$ cat config.mk
export PLATFORM = sky130hd
export DESIGN_NAME = sss_top
export DESIGN_NICKNAME = d
export VERILOG_FILES = /design/src/shared/sss_pkg.sv /design/src/design/sss_top.sv
export SDC_FILE = /design/constraint.sdc
export NUM_CORES = 1
export LEC_CHECK = 0
export BUFFER_PORTS_ARGS = -buffer_cell sky130_fd_sc_hd__buf_4
export CAP_MARGIN = 25
export CORE_MARGIN = 4
export CORE_UTILIZATION = 45
export CTS_BUF_LIST = sky130_fd_sc_hd__clkbuf_16
export CTS_CLUSTER_DIAMETER = 120
export DETAILED_ROUTE_END_ITERATION = 6
export PLACE_DENSITY = 0.69
export SKIP_CTS_REPAIR_TIMING = 1
export SYNTH_ARGS = -nofsm -noshare
export SYNTH_HDL_FRONTEND = slang
export SYNTH_SLANG_ARGS = --single-unit
$ cat constraint.sdc
create_clock -name CLOCK -period 5.55 [get_ports CLOCK]
set_clock_uncertainty 0.1 [all_clocks]
set_input_delay 1.11 -clock CLOCK [delete_from_list [all_inputs] [get_ports CLOCK]]
set_output_delay 1.11 -clock CLOCK [all_outputs]
set_load 0.01 [all_outputs]
$ cat src/shared/sss_pkg.sv
/*
  Package for the servo stop sequence selector: register offsets, reset
  values, encodings, structs and the synchronizer stage count.
  Assumes an AXI4-Lite master with 32-bit data and one 250 MHz clock.
*/
package sss_pkg;

  // ---------------------------------------------------------------
  // Register map
  // ---------------------------------------------------------------
  localparam logic [7:0] SSS_OFF_LIMIT_SEL  = 8'h00;
  localparam logic [7:0] SSS_OFF_SOFF_SEL   = 8'h04;
  localparam logic [7:0] SSS_OFF_PLOSS_SEL  = 8'h08;
  localparam logic [7:0] SSS_OFF_UV_SEL     = 8'h0c;
  localparam logic [7:0] SSS_OFF_ALARM_SEL  = 8'h10;
  localparam logic [7:0] SSS_OFF_IMM_TORQUE = 8'h14;
  localparam logic [7:0] SSS_OFF_SPEED_THR  = 8'h18;
  localparam logic [7:0] SSS_OFF_APPLY      = 8'h1c;
  localparam logic [7:0] SSS_OFF_STATUS     = 8'h20;

  // ---------------------------------------------------------------
  // Reset values
  // ---------------------------------------------------------------
  localparam logic [1:0]  SSS_RST_LIMIT_SEL  = 2'h0;
  localparam logic [3:0]  SSS_RST_SOFF_SEL   = 4'h0;
  localparam logic [3:0]  SSS_RST_PLOSS_SEL  = 4'h0;
  localparam logic        SSS_RST_UV_SEL     = 1'h1;
  localparam logic [2:0]  SSS_RST_ALARM_SEL  = 3'h0;
  localparam logic [9:0]  SSS_RST_IMM_TORQUE = 10'h000;
  localparam logic [15:0] SSS_RST_SPEED_THR  = 16'h001e;
  localparam logic [1:0]  SSS_LIMIT_SEL_MAX  = 2'h2;
  localparam logic [3:0]  SSS_SEL_MAX        = 4'h9;
  localparam logic [3:0]  SSS_SEL_IMM_DB     = 4'h8;
  localparam logic [3:0]  SSS_SEL_IMM_FREE   = 4'h9;
  localparam int          SSS_SYNC_STAGES    = 2;

  // ---------------------------------------------------------------
  // Encodings
  // ---------------------------------------------------------------
  typedef enum logic [1:0] {
    SSS_ACT_DBRAKE = 2'b00,
    SSS_ACT_FREE   = 2'b01,
    SSS_ACT_ZERO_T = 2'b10,
    SSS_ACT_IMM    = 2'b11
  } sss_act_t;

  typedef enum logic [1:0] {
    SSS_ST_RUN   = 2'b00,
    SSS_ST_DECEL = 2'b01,
    SSS_ST_STOP  = 2'b10
  } sss_state_t;

  typedef enum logic [1:0] {
    SSS_EV_NONE  = 2'b00,
    SSS_EV_LIMIT = 2'b01,
    SSS_EV_SOFF  = 2'b10,
    SSS_EV_PLOSS = 2'b11
  } sss_event_t;

  typedef struct packed {
    logic [1:0] limit_sel;
    logic [3:0] soff_sel;
    logic [3:0] ploss_sel;
    logic       uv_sel;
    logic [2:0] alarm_sel;
    logic [9:0] imm_torque;
  } sss_cfg_t;

  typedef struct packed {
    sss_act_t act;
    logic     zero_fwd;
    logic     zero_rev;
    logic     err_clear;
    logic     err_hold;
    logic     use_alarm_sel;
    logic     uv_alarm;
    logic     torque_limit_en;
    logic [9:0] torque_limit;
  } sss_cmd_t;

endpackage

$ cat src/design/sss_top.sv
/*
  Servo stop sequence selector: picks the stop action for travel limit,
  servo off and main power loss, with AXI4-Lite configuration.
  Assumes limit, servo-on and power inputs come from pins, alarm and
  speed from logic on the same clock.
*/
// Added by the designer: the register offsets and the AXI4-Lite interface to the registers.
// What this block does
// RULE_01: Travel-limit selection applies when either limit input becomes active.
// RULE_02: Limit setting 0: dynamic brake, then zero torque toward limit, hold error.
// RULE_03: Limit setting 1: zero torque toward limit throughout, hold error.
// RULE_04: Limit setting 2: immediate stop, then zero torque, clear error.
// RULE_05: Limit setting 2 bounds deceleration torque by immediate-stop torque.
// RULE_06: Servo-off setting 0-9; odd free-run, even brake; post-stop by bit 1.
// RULE_07: Values 4-7 hold the error counter; others clear it.
// RULE_08: Values 8,9 immediate stop; after, 8 brakes, 9 servo-free.
// RULE_09: Deceleration ends at speed threshold; stop state then sticks.
// RULE_10: Alarm with servo off uses alarm-detection selection.
// RULE_11: Power loss with servo off uses power-loss selection.
// RULE_12: Power-loss setting 0-9 uses the servo-off encoding.
// RULE_13: Alarm with main power off uses alarm-detection selection.
// RULE_14: Power loss, servo on, undervoltage setting 1: raise alarm, alarm stop.
// RULE_15: Held error keeps accumulating; overflow alarm on excess.
// RULE_16: Servo on with retained error lets position control null it.
// RULE_17: Host keeps axis stopped about three minutes after dynamic brake.
// RULE_18: Settings take effect only after power cycle. The speed threshold applies as soon as it is written.
// RULE_19: Undervoltage setting 0: power loss is servo off; resumes on return.
// RULE_20: Immediate-stop torque 0 means normal torque limit.
// RULE_21: Speed threshold compares speed magnitude.
`timescale 1ns/1ps
module sss_top
  import sss_pkg::*;
#(
  parameter int SPEED_W = 16
)(
  input  wire logic                 CLOCK,
  input  wire logic                 RST_N,
  input  wire logic                 POWER_ON_N,
  input  wire logic [7:0]           S_AXI_AWADDR,
  input  wire logic                 S_AXI_AWVALID,
  output logic                      S_AXI_AWREADY,
  input  wire logic [31:0]          S_AXI_WDATA,
  input  wire logic [3:0]           S_AXI_WSTRB,
  input  wire logic                 S_AXI_WVALID,
  output logic                      S_AXI_WREADY,
  output logic [1:0]                S_AXI_BRESP,
  output logic                      S_AXI_BVALID,
  input  wire logic                 S_AXI_BREADY,
  input  wire logic [7:0]           S_AXI_ARADDR,
  input  wire logic                 S_AXI_ARVALID,
  output logic                      S_AXI_ARREADY,
  output logic [31:0]               S_AXI_RDATA,
  output logic [1:0]                S_AXI_RRESP,
  output logic                      S_AXI_RVALID,
  input  wire logic                 S_AXI_RREADY,
  input  wire logic                 FORWARD_LIMIT_INPUT,
  input  wire logic                 REVERSE_LIMIT_INPUT,
  input  wire logic                 SERVO_ON_INPUT,
  input  wire logic                 MAIN_POWER_OK,
  input  wire logic                 ALARM_ACTIVE,
  input  wire logic signed [SPEED_W-1:0] MOTOR_SPEED,
  output sss_pkg::sss_cmd_t         STOP_CMD,
  output sss_pkg::sss_state_t       STOP_STATE
);
  import sss_pkg::*;

  // ---------------------------------------------------------------
  // State
  // ---------------------------------------------------------------
  typedef struct packed {
    sss_cfg_t   shadow;
    sss_cfg_t   active;
    logic [15:0] speed_thr;
    logic       apply_pend;
    logic       powered;
    logic [SSS_SYNC_STAGES-1:0] s_fwd;
    logic [SSS_SYNC_STAGES-1:0] s_rev;
    logic [SSS_SYNC_STAGES-1:0] s_son;
    logic [SSS_SYNC_STAGES-1:0] s_pwr;
    logic       aw_got;
    logic       w_got;
    logic [7:0] aw_addr;
    logic [31:0] w_data;
    logic [3:0] w_strb;
    logic       bvalid;
    logic       bslverr;
    logic       rvalid;
    logic       rslverr;
    logic [31:0] rdata;
    sss_state_t st;
    sss_event_t ev;
    logic       ev_fwd;
    sss_cmd_t   cmd;
  } sss_top_state_t;

  sss_top_state_t r_q;
  sss_top_state_t r_d;

  // ---------------------------------------------------------------
  // Helpers
  // ---------------------------------------------------------------
  function automatic logic sel_ok(input logic [7:0] a);
    sel_ok = (a == SSS_OFF_LIMIT_SEL) || (a == SSS_OFF_SOFF_SEL) || (a == SSS_OFF_PLOSS_SEL)
          || (a == SSS_OFF_UV_SEL) || (a == SSS_OFF_ALARM_SEL) || (a == SSS_OFF_IMM_TORQUE)
          || (a == SSS_OFF_SPEED_THR) || (a == SSS_OFF_APPLY) || (a == SSS_OFF_STATUS);
  endfunction

  // Decel action of a servo-off style code
  function automatic sss_act_t decel_act(input logic [3:0] v);
    if (v >= SSS_SEL_IMM_DB)
      decel_act = SSS_ACT_IMM;                                      // see RULE_08
    else if (v[0])
      decel_act = SSS_ACT_FREE;                                     // see RULE_06
    else
      decel_act = SSS_ACT_DBRAKE;
  endfunction

  // Post-stop action of a servo-off style code
  function automatic sss_act_t post_act(input logic [3:0] v);
    if (v == SSS_SEL_IMM_FREE)
      post_act = SSS_ACT_FREE;                                      // see RULE_08
    else if (v == SSS_SEL_IMM_DB)
      post_act = SSS_ACT_DBRAKE;
    else
      post_act = v[1] ? SSS_ACT_FREE : SSS_ACT_DBRAKE;              // see RULE_06
  endfunction

  function automatic logic holds_err(input logic [3:0] v);
    holds_err = (v[3:2] == 2'b01);                                  // see RULE_07
  endfunction

  logic [SPEED_W-1:0] speed_mag;
  logic               slow;
  assign speed_mag = MOTOR_SPEED[SPEED_W-1] ? SPEED_W'(-MOTOR_SPEED) : MOTOR_SPEED; // see RULE_21
  assign slow      = speed_mag <= SPEED_W'(r_q.speed_thr);          // see RULE_09

  // ---------------------------------------------------------------
  // Next state
  // ---------------------------------------------------------------
  always_comb
  begin
    logic       fwd;
    logic       rev;
    logic       son;
    logic       pwr;
    logic       wr_go;
    logic [3:0] sel;
    logic [9:0] tq;
    sss_event_t ev_now;
    r_d    = r_q;
    fwd    = r_q.s_fwd[SSS_SYNC_STAGES-1];
    rev    = r_q.s_rev[SSS_SYNC_STAGES-1];
    son    = r_q.s_son[SSS_SYNC_STAGES-1];
    pwr    = r_q.s_pwr[SSS_SYNC_STAGES-1];
    sel    = 4'h0;
    tq     = r_q.active.imm_torque;
    ev_now = SSS_EV_NONE;
    wr_go  = 1'b0;

    r_d.s_fwd = {r_q.s_fwd[SSS_SYNC_STAGES-2:0], FORWARD_LIMIT_INPUT};
    r_d.s_rev = {r_q.s_rev[SSS_SYNC_STAGES-2:0], REVERSE_LIMIT_INPUT};
    r_d.s_son = {r_q.s_son[SSS_SYNC_STAGES-2:0], SERVO_ON_INPUT};
    r_d.s_pwr = {r_q.s_pwr[SSS_SYNC_STAGES-2:0], MAIN_POWER_OK};

    // Bus write: address and data in either order
    if (S_AXI_AWVALID && !r_q.aw_got)
    begin
      r_d.aw_got  = 1'b1;
      r_d.aw_addr = S_AXI_AWADDR;
    end
    if (S_AXI_WVALID && !r_q.w_got)
    begin
      r_d.w_got  = 1'b1;
      r_d.w_data = S_AXI_WDATA;
      r_d.w_strb = S_AXI_WSTRB;
    end
    wr_go = r_q.aw_got && r_q.w_got && !r_q.bvalid;
    if (wr_go)
    begin
      r_d.aw_got  = 1'b0;
      r_d.w_got   = 1'b0;
      r_d.bvalid  = 1'b1;
      r_d.bslverr = !sel_ok(r_q.aw_addr);
      if (r_q.w_strb[0])
      begin
        // New settings land in a shadow copy, except the speed threshold, which applies at once
        unique case (r_q.aw_addr)
          SSS_OFF_LIMIT_SEL:
            if (r_q.w_data[1:0] <= SSS_LIMIT_SEL_MAX) r_d.shadow.limit_sel = r_q.w_data[1:0];
          SSS_OFF_SOFF_SEL:
            if (r_q.w_data[3:0] <= SSS_SEL_MAX) r_d.shadow.soff_sel = r_q.w_data[3:0];  // see RULE_06
          SSS_OFF_PLOSS_SEL:
            if (r_q.w_data[3:0] <= SSS_SEL_MAX) r_d.shadow.ploss_sel = r_q.w_data[3:0]; // see RULE_12
          SSS_OFF_UV_SEL:     r_d.shadow.uv_sel    = r_q.w_data[0];
          SSS_OFF_ALARM_SEL:  r_d.shadow.alarm_sel = r_q.w_data[2:0];
          SSS_OFF_IMM_TORQUE: r_d.shadow.imm_torque = {r_q.w_strb[1] ? r_q.w_data[9:8] : r_q.shadow.imm_torque[9:8],
                                                       r_q.w_data[7:0]};
          SSS_OFF_SPEED_THR:  r_d.speed_thr[7:0] = r_q.w_data[7:0];
          SSS_OFF_APPLY:      r_d.apply_pend = r_q.w_data[0];
          default:            r_d.bslverr = r_d.bslverr;
        endcase
      end
      if (r_q.w_strb[1] && r_q.aw_addr == SSS_OFF_SPEED_THR)
        r_d.speed_thr[15:8] = r_q.w_data[15:8];
    end
    if (r_q.bvalid && S_AXI_BREADY)
      r_d.bvalid = 1'b0;

    // Bus read
    if (S_AXI_ARVALID && !r_q.rvalid)
    begin
      r_d.rvalid  = 1'b1;
      r_d.rslverr = !sel_ok(S_AXI_ARADDR);
      r_d.rdata   = 32'h0000_0000;
      unique case (S_AXI_ARADDR)
        SSS_OFF_LIMIT_SEL:  r_d.rdata[1:0] = r_q.shadow.limit_sel;
        SSS_OFF_SOFF_SEL:   r_d.rdata[3:0] = r_q.shadow.soff_sel;
        SSS_OFF_PLOSS_SEL:  r_d.rdata[3:0] = r_q.shadow.ploss_sel;
        SSS_OFF_UV_SEL:     r_d.rdata[0]   = r_q.shadow.uv_sel;
        SSS_OFF_ALARM_SEL:  r_d.rdata[2:0] = r_q.shadow.alarm_sel;
        SSS_OFF_IMM_TORQUE: r_d.rdata[9:0] = r_q.shadow.imm_torque;
        SSS_OFF_SPEED_THR:  r_d.rdata[15:0] = r_q.speed_thr;
        SSS_OFF_APPLY:      r_d.rdata[0]   = r_q.apply_pend;
        SSS_OFF_STATUS:     r_d.rdata[7:0] = {r_q.cmd.uv_alarm, r_q.cmd.err_hold, r_q.ev, r_q.st, r_q.cmd.act};
        default:            r_d.rdata = 32'h0000_0000;
      endcase
    end
    if (r_q.rvalid && S_AXI_RREADY)
      r_d.rvalid = 1'b0;

    // Shadow settings reach the selector only at a power cycle
    if (!r_q.powered)
    begin
      r_d.powered    = 1'b1;
      r_d.active     = r_q.shadow;                                  // see RULE_18
      r_d.apply_pend = 1'b0;
    end

    // Event choice: power loss, servo off, then limits
    if (!pwr && !(son && r_q.active.uv_sel))
      ev_now = SSS_EV_PLOSS;                                        // see RULE_11, RULE_19
    else if (!son || !pwr)
      ev_now = SSS_EV_SOFF;
    else if (fwd || rev)
      ev_now = SSS_EV_LIMIT;                                        // see RULE_01

    r_d.cmd.uv_alarm      = !pwr && son && r_q.active.uv_sel;      // see RULE_14
    r_d.cmd.use_alarm_sel = ALARM_ACTIVE || r_d.cmd.uv_alarm;       // see RULE_10, RULE_13

    unique case (r_q.st)
      SSS_ST_RUN:
        if (ev_now != SSS_EV_NONE)
        begin
          r_d.st     = slow ? SSS_ST_STOP : SSS_ST_DECEL;
          r_d.ev     = ev_now;
          r_d.ev_fwd = fwd;
        end
      SSS_ST_DECEL:
        if (ev_now == SSS_EV_NONE)
          r_d.st = SSS_ST_RUN;
        else if (slow)
          r_d.st = SSS_ST_STOP;                                     // see RULE_09
      SSS_ST_STOP:
        if (ev_now == SSS_EV_NONE)
          r_d.st = SSS_ST_RUN;                                      // see RULE_16
      default:
        r_d.st = SSS_ST_RUN;
    endcase
    if (r_q.st != SSS_ST_RUN && ev_now != SSS_EV_NONE && ev_now != r_q.ev)
      r_d.ev = ev_now;

    // Output command from stored event and phase
    r_d.cmd.zero_fwd        = 1'b0;
    r_d.cmd.zero_rev        = 1'b0;
    r_d.cmd.err_clear       = 1'b0;
    r_d.cmd.err_hold        = 1'b0;
    r_d.cmd.torque_limit_en = 1'b0;
    r_d.cmd.act             = SSS_ACT_DBRAKE;
    r_d.cmd.torque_limit    = tq;
    if (r_d.st == SSS_ST_RUN)
      r_d.cmd.act = SSS_ACT_ZERO_T;
    else if (r_d.ev == SSS_EV_LIMIT)
    begin
      r_d.cmd.zero_fwd = r_d.ev_fwd;
      r_d.cmd.zero_rev = !r_d.ev_fwd;
      r_d.cmd.act      = SSS_ACT_ZERO_T;                            // see RULE_02, RULE_03
      if (r_d.st == SSS_ST_DECEL)
        unique case (r_q.active.limit_sel)
          2'h0:    r_d.cmd.act = SSS_ACT_DBRAKE;                    // see RULE_02
          2'h2:    r_d.cmd.act = SSS_ACT_IMM;                       // see RULE_04
          default: r_d.cmd.act = SSS_ACT_ZERO_T;                    // see RULE_03
        endcase
      r_d.cmd.err_clear       = (r_q.active.limit_sel == SSS_LIMIT_SEL_MAX);   // see RULE_04
      r_d.cmd.err_hold        = !r_d.cmd.err_clear;
      r_d.cmd.torque_limit_en = r_d.cmd.err_clear && r_d.st == SSS_ST_DECEL
                                && tq != 10'h000;                   // see RULE_05, RULE_20
    end
    else
    begin
      sel = (r_d.ev == SSS_EV_PLOSS) ? r_q.active.ploss_sel : r_q.active.soff_sel; // see RULE_12
      r_d.cmd.act             = (r_d.st == SSS_ST_DECEL) ? decel_act(sel) : post_act(sel);
      r_d.cmd.err_hold        = holds_err(sel);                     // see RULE_07, RULE_15
      r_d.cmd.err_clear       = !holds_err(sel);
      r_d.cmd.torque_limit_en = r_d.st == SSS_ST_DECEL && sel >= SSS_SEL_IMM_DB
                                && tq != 10'h000;                   // see RULE_08, RULE_20
    end
  end

  // ---------------------------------------------------------------
  // Registers
  // ---------------------------------------------------------------
  always_ff @(posedge CLOCK)
  begin
    if (!RST_N)
    begin
      r_q <= '0;
      // Shadow settings outlive a plain reset; only power-on restores defaults; speed threshold resets always
      r_q.shadow <= POWER_ON_N ? r_q.shadow : {SSS_RST_LIMIT_SEL, SSS_RST_SOFF_SEL, SSS_RST_PLOSS_SEL,
                                               SSS_RST_UV_SEL, SSS_RST_ALARM_SEL, SSS_RST_IMM_TORQUE};
      r_q.speed_thr <= SSS_RST_SPEED_THR;
      r_q.cmd.act <= SSS_ACT_ZERO_T;
      // Sync stages start at idle pin level, no false event after reset
      r_q.s_son <= '1;
      r_q.s_pwr <= '1;
    end
    else
      r_q <= r_d;
  end

  assign S_AXI_AWREADY = !r_q.aw_got;
  assign S_AXI_WREADY  = !r_q.w_got;
  assign S_AXI_BVALID  = r_q.bvalid;
  assign S_AXI_BRESP   = r_q.bslverr ? 2'b10 : 2'b00;
  assign S_AXI_ARREADY = !r_q.rvalid;
  assign S_AXI_RVALID  = r_q.rvalid;
  assign S_AXI_RDATA   = r_q.rdata;
  assign S_AXI_RRESP   = r_q.rslverr ? 2'b10 : 2'b00;
  assign STOP_CMD      = r_q.cmd;
  assign STOP_STATE    = r_q.st;

  // ---------------------------------------------------------------
  // Checks
  // ---------------------------------------------------------------
  chk_stop_sticks: assert property (@(posedge CLOCK) disable iff (!RST_N) // see RULE_09
    (r_q.st == SSS_ST_STOP && !slow && r_q.s_son[SSS_SYNC_STAGES-1] && r_q.s_pwr[SSS_SYNC_STAGES-1]
     && (r_q.s_fwd[SSS_SYNC_STAGES-1] || r_q.s_rev[SSS_SYNC_STAGES-1])) |=> r_q.st == SSS_ST_STOP)
    else $error("stop state left while event held");
  chk_limit_zero: assert property (@(posedge CLOCK) disable iff (!RST_N) // see RULE_02
    (r_q.st == SSS_ST_STOP && r_q.ev == SSS_EV_LIMIT) |-> (r_q.cmd.zero_fwd ^ r_q.cmd.zero_rev))
    else $error("limit stop without zero torque side");
  chk_limit_clear: assert property (@(posedge CLOCK) disable iff (!RST_N) // see RULE_04
    (r_q.st != SSS_ST_RUN && r_q.ev == SSS_EV_LIMIT) |-> r_q.cmd.err_clear == (r_q.active.limit_sel == 2'h2))
    else $error("limit error clear mismatch");
  chk_hold_code: assert property (@(posedge CLOCK) disable iff (!RST_N) // see RULE_07
    (r_q.st != SSS_ST_RUN && r_q.ev == SSS_EV_SOFF) |-> r_q.cmd.err_hold == (r_q.active.soff_sel inside {[4:7]}))
    else $error("servo-off hold mismatch");
  chk_imm_torque: assert property (@(posedge CLOCK) disable iff (!RST_N) // see RULE_20
    r_q.cmd.torque_limit_en |-> (r_q.cmd.act == SSS_ACT_IMM && r_q.cmd.torque_limit != 10'h000))
    else $error("torque limit without immediate stop");
  chk_uv_alarm: assert property (@(posedge CLOCK) disable iff (!RST_N) // see RULE_14
    (r_q.active.uv_sel && r_q.s_son[SSS_SYNC_STAGES-1] && !r_q.s_pwr[SSS_SYNC_STAGES-1])
    |=> (r_q.cmd.uv_alarm && r_q.cmd.use_alarm_sel))
    else $error("undervoltage alarm without alarm stop");
  chk_post_free: assert property (@(posedge CLOCK) disable iff (!RST_N) // see RULE_08
    (r_q.st == SSS_ST_STOP && r_q.ev == SSS_EV_SOFF && r_q.active.soff_sel == 4'h9) |-> r_q.cmd.act == SSS_ACT_FREE)
    else $error("code 9 not servo-free after stop");
  chk_bus_resp: assert property (@(posedge CLOCK) disable iff (!RST_N)
    (r_q.aw_got && r_q.w_got && !r_q.bvalid) |=> S_AXI_BVALID)
    else $error("write response missing");

endmodule

## After elaboration in Yosys (flattened, before gate mapping)

Index checks and enable logic that the tools add are counted.

- Register bits after elaboration: 164
- Bits in latches: 0
- RAM bits: 0
- ROM bits: 0
- Input bits: 81
- Output and inout port bits: 62
- Word-level logic and storage cells: 228
- Memories: 0

- $add $sub $neg: 1
- Multipliers: 0
- Divide/modulo/power cells: 0
- Order comparisons: 4
- Equality and inequality tests: 38
- Shifts and indexed selects: 0
- Multiplexer cells: 66
- Bitwise logic cells: 2
- Reduce and logical (&&, ||, !) cells: 74

Operators with widths:

| operator | number |
|---|---|
| $mux 180 | 1 |
| $mux 24 | 4 |
| $eq 8x5->1 const B | 8 |
| $mux 2 | 23 |
| $mux 36 | 1 |
| $mux 34 | 1 |
| $eq 8x4->1 const B | 4 |
| $mux 8 | 3 |
| $ne 2x1->1 const B | 11 |
| $mux 4 | 5 |
| $reduce_and 5->1 | 4 |
| $logic_or 1x1->1 | 19 |
| $logic_and 1x1->1 | 18 |
| $mux 17 | 1 |
| $eq 8x3->1 const B | 2 |
| $eq 8x6->1 const B | 2 |
| $le 16x16->1 | 1 |
| $logic_not 8->1 | 2 |
| $mux 16 | 1 |
| $neg 16->16 | 1 |
| $logic_not 1->1 | 12 |
| $mux 1 | 12 |
| $pmux 4 s3 | 1 |
| $reduce_and 4->1 | 3 |
| other kinds (27) | 45 |

## Longest topological paths before layout

- Word-level depth: 17
- Mapped depth: 13
- Gate-level depth less buffers: 13

## Worst setup path before layout

No wires, ideal clock.

- Path type: input -> register
- Start point: input MOTOR_SPEED[3]
- End point: register r_q (netlist bit STOP_CMD[17])
- Setup time: 0.122 ns
- Data arrival time: 4.052 ns
- Required time: 5.328 ns
- Slack: 1.276 ns
- Stages: 13
- Buffers on the path: 0
- Cells stage by stage: nor3_2 -> nand3_1 -> or3_1 -> or4_1 -> nand2_1 -> xnor2_1 -> ha_1 -> a21o_1 -> a21o_1 -> a221o_1 -> o31ai_2 -> nor2_1 -> a221o_1

- Cells in the longest elaborated chain, start to end: 9
- Elaborated cells on any way between the ends: 14
- Classes of those cells: add/sub (1); order compare (1); eq/ne (1); mux (9); reduce/logical (2)

Ends and longest elaborated chain:

| element | RTL line | RTL |
|---|---|---|
| start: declaration | sss_top.sv:61 | `input wire logic signed [SPEED_W-1:0] MOTOR_SPEED,` |
| $neg 16->16 | sss_top.sv:134 | `assign speed_mag = MOTOR_SPEED[SPEED_W-1] ? SPEED_W'(-MOTOR_SPEED) : MOTOR_SPEED;` |
| $mux 16 * | sss_top.sv:134 |  |
| $le 16x16->1 * | sss_top.sv:135 | `assign slow = speed_mag <= SPEED_W'(r_q.speed_thr);` |
| $mux 2, on equally long branches | sss_top.sv:261, sss_top.sv:254 |  |
| $mux 2 / $mux 5 (equally long branches) | sss_top.sv:259, sss_top.sv:252 |  |
| $pmux 2 s3 * | sss_top.sv:250 | `unique case (r_q.st)` |
| $eq 2x1->1 | sss_top.sv:287, sss_top.sv:301 |  |
| $mux 2, on equally long branches | sss_top.sv:301, sss_top.sv:287 |  |
| $mux 2 | sss_top.sv:282 | `else if (r_d.ev == SSS_EV_LIMIT)` |
| end signal: assignment | sss_top.sv:327 | `r_q <= r_d;` |
| end: declaration | sss_top.sv:96 | `sss_top_state_t r_q;` |

Every way passes the cells marked *; elsewhere a longest branch is shown, timed or not.
A chain may end at the register's enable or synchronous reset.

## Worst setup path after layout

Same ends and word-level chain as after synthesis.

==> metrics <==
status=completed; met3 wire length=883 um; hold depth=1; Slew @ Worst Pin=937 ps; placed cell area=7210 um2; CTS Buf Count=17; Critical R2R Launch=r_q[129]; Yosys reg bits=143; Final Instance Area=7700 um2; final net count=866; wire length per cell=15.4 um; first-pass GRT wire length=23.9 mm; CTS tree=yes; crit path max fanout=5; synthesis warning total=0; FF-to-FF setup slack=2900 ps; row cnt=44; R2R Path End=STOP_CMD[17]; Yosys top cell by area=dfxtp_1; RSZ-0062 raised after global routing=false; vias in the first global route=4,866; via count=5,047; required time of the critical path=5750 ps; Avg Inst Size Synth=9.36 um2; DR top layer=met4; GRT Residual Overflow=0; setup_tns=0 ps; Worst R2R Path Depth=8; Achievable Freq=0.225 GHz; Synth top area share=0.357; gr usage total=0.181; Die Area=16,800 um2; Post-synth EDFFs=24; Area contributors post-synth=dfxtp_1, edfxtp_1, buf_4; clk slew on worst S/H paths=50 ps; HP Start=r_d[107]; Final Max Slew Viols=0; Mapped Cells=713; htree depth=4; post-detail-place hpwl=11.3 mm; Skew-Pair Late Insertion Delay=420 ps; Max Root-Sink Buffers=2; Yosys cell types=69; CP peak stage delay=530 ps; Worst setup SP type=primary input; final setup fails=0; crit path DAT=4650 ps; count of port buffers added during placement=106; Core Footprint=14,500 um2; fin crit period=4450 ps; diode count=0; Post-DRT Antenna Nets=0; DR DRC count=0; # IOs=143; synthesized area=6680 um2; largest net degree at the start of global routing=54; DRT met1 WL=6.79 mm; Die Height=130 um; share of layout cells above drive strength 1=0.196; global placer's final weighted congestion=0.842; Initial Utilization=0.459; hold endpoint=r_q[107]; Slowest cell on crit path=or4_1; Met2 Wirelength=6.89 mm; 1st-iter DRT viols=352; critical-path cell list=buf_4 -> nor3_2 -> nand3_1 -> or3_1 -> or4_1 -> nand2_1 -> xnor2_1 -> ha_1 -> a21o_1 -> a21o_1 -> a221o_1 -> o31ai_2 -> nor2_1 -> a221o_1; post-DR vias/cell=5.23; clock root cell=clkbuf_16; power per cell area=302 nW/um2; FF+latch area=3100 um2; max_slew headroom=0.374; post-synthesis sequential area ratio=0.465; Finished Layout Cells=965; Max IR drop VDD=0.210 mV; initial antenna violation count=0; total wire length=14.9 mm; Crit. Startpoint=MOTOR_SPEED[3]; Tcrit/Tclk final=0.802; fillcell total=1,330; P_leak=0.00326 uW; Synth-to-Final Area Change=15.3%; Max Cap Viol=0; Tightest Hold Check Type=reg2reg; total number of clock tree sinks=143; placed cells=933; area of the multi-input gates=2940 um2; FFs w/ async S/R, synth=0; Crit. End Element=flop; critical path class=in2reg; die width=130 um; final hold vios=0; DRT Pass-1 Iters=7; most used flip-flop cell after synthesis=dfxtp_1
-- worst max-delay path by stage --
stage                     slack, ps            to  cells past startpoint
after floorplan                1280  STOP_CMD[17]                     13
after global placement          740  STOP_CMD[17]                     14
after detailed placement        690  STOP_CMD[17]                     14
after CTS                      1100  STOP_CMD[17]                     14
after global routing            920  STOP_CMD[17]                     14
final                          1100  STOP_CMD[17]                     14
-- registers in the layout, summed over array words and instances, names as in the netlist --
register / count
S_AXI_BVALID: 1
r_d: 14
S_AXI_RVALID: 1
r_q: 90
STOP_STATE: 2
STOP_CMD: 19
S_AXI_RDATA: 16
-- stage by stage --
stage	utilization	power [uW]	hold WS (ps)	worst slack [ps]
finish	0.530	2330	305	1100
global route	0.530	2430	315	925
CTS	0.530	2350	309	1100
detailed placement	0.496	1400	296	690
global placement	0.494	1390	298	745
floorplan	-	1320	286	1280
-- synthesized netlist by cell type (all sizes together) (2+ instances only) --
cell	number
dfxtp	119
nand2	84
nor2	66
buf	65
a21oi	51
mux2i	43
inv	28
and2	27
nand3	26
clkbuf	24
edfxtp	24
ha	17
o21ai	16
xnor2	13
nand2b	12
nor3	12
a221oi	9
nor4	7
o31ai	6
a21o	5
nand4	5
nor2b	5
a222oi	4
or4	4
a31oi	3
a221o	2
a22oi	2
and3	2
and4	2
mux2	2
nand3b	2
nand4b	2
nor4b	2
o22ai	2
o311ai	2
or3	2
-- layer usage --
metal  vias to the layer above  global-route usage
met5                         -                   0
met4                         0              0.0697
met3                        24              0.0499
met2                       147               0.289
met1                      2366               0.235
li1                       2510                   -
-- worst max-delay path: cells and delay by family --
kind	cells	cell delay, ps
AOI/OAI and AO/OA	5	1540
buffers and inverters	1	130
and+or+nand+nor	6	1470
xor gates and xnor gates	1	130
adders and majority gates	1	270
-- cell usage in the layout, fill, tap and decap left out, types with 18 or more instances in the layout --
master,instances
buf_4,107
edfxtp_1,24
conb_1,18
dfxtp_1,119
nand2_1,84
mux2i_1,43
nor2_1,64
nand3_1,26
inv_1,29
and2_1,27
a21oi_1,51
-- power breakdown --
group / internal [uW] / switching [uW]
clock network: 549 / 393
registers: 1100 / 34.3
logic: 115 / 136
total: 1760 / 564
-- cell type report --
type | instances | share of cell area
clock buffers | 17 | 0.0553
well taps | 184 | 0.0299
flip-flops and latches | 143 | 0.403
inverters | 28 | 0.0137
clock inverters | 15 | 0.00829
repair buffers | 108 | 0.108
multi-input cells | 470 | 0.382
-- kinds of logic after synthesis --
group	share of synthesized area
and+or+nand+nor	0.197
adders and majority gates	0.0319
buffers and inverters	0.105
other	0.000562
muxes	0.0712
xor gates and xnor gates	0.0171
AOI/OAI and AO/OA	0.113
DFF	0.465
No activity file was read; power rests on OpenSTA's default activity.
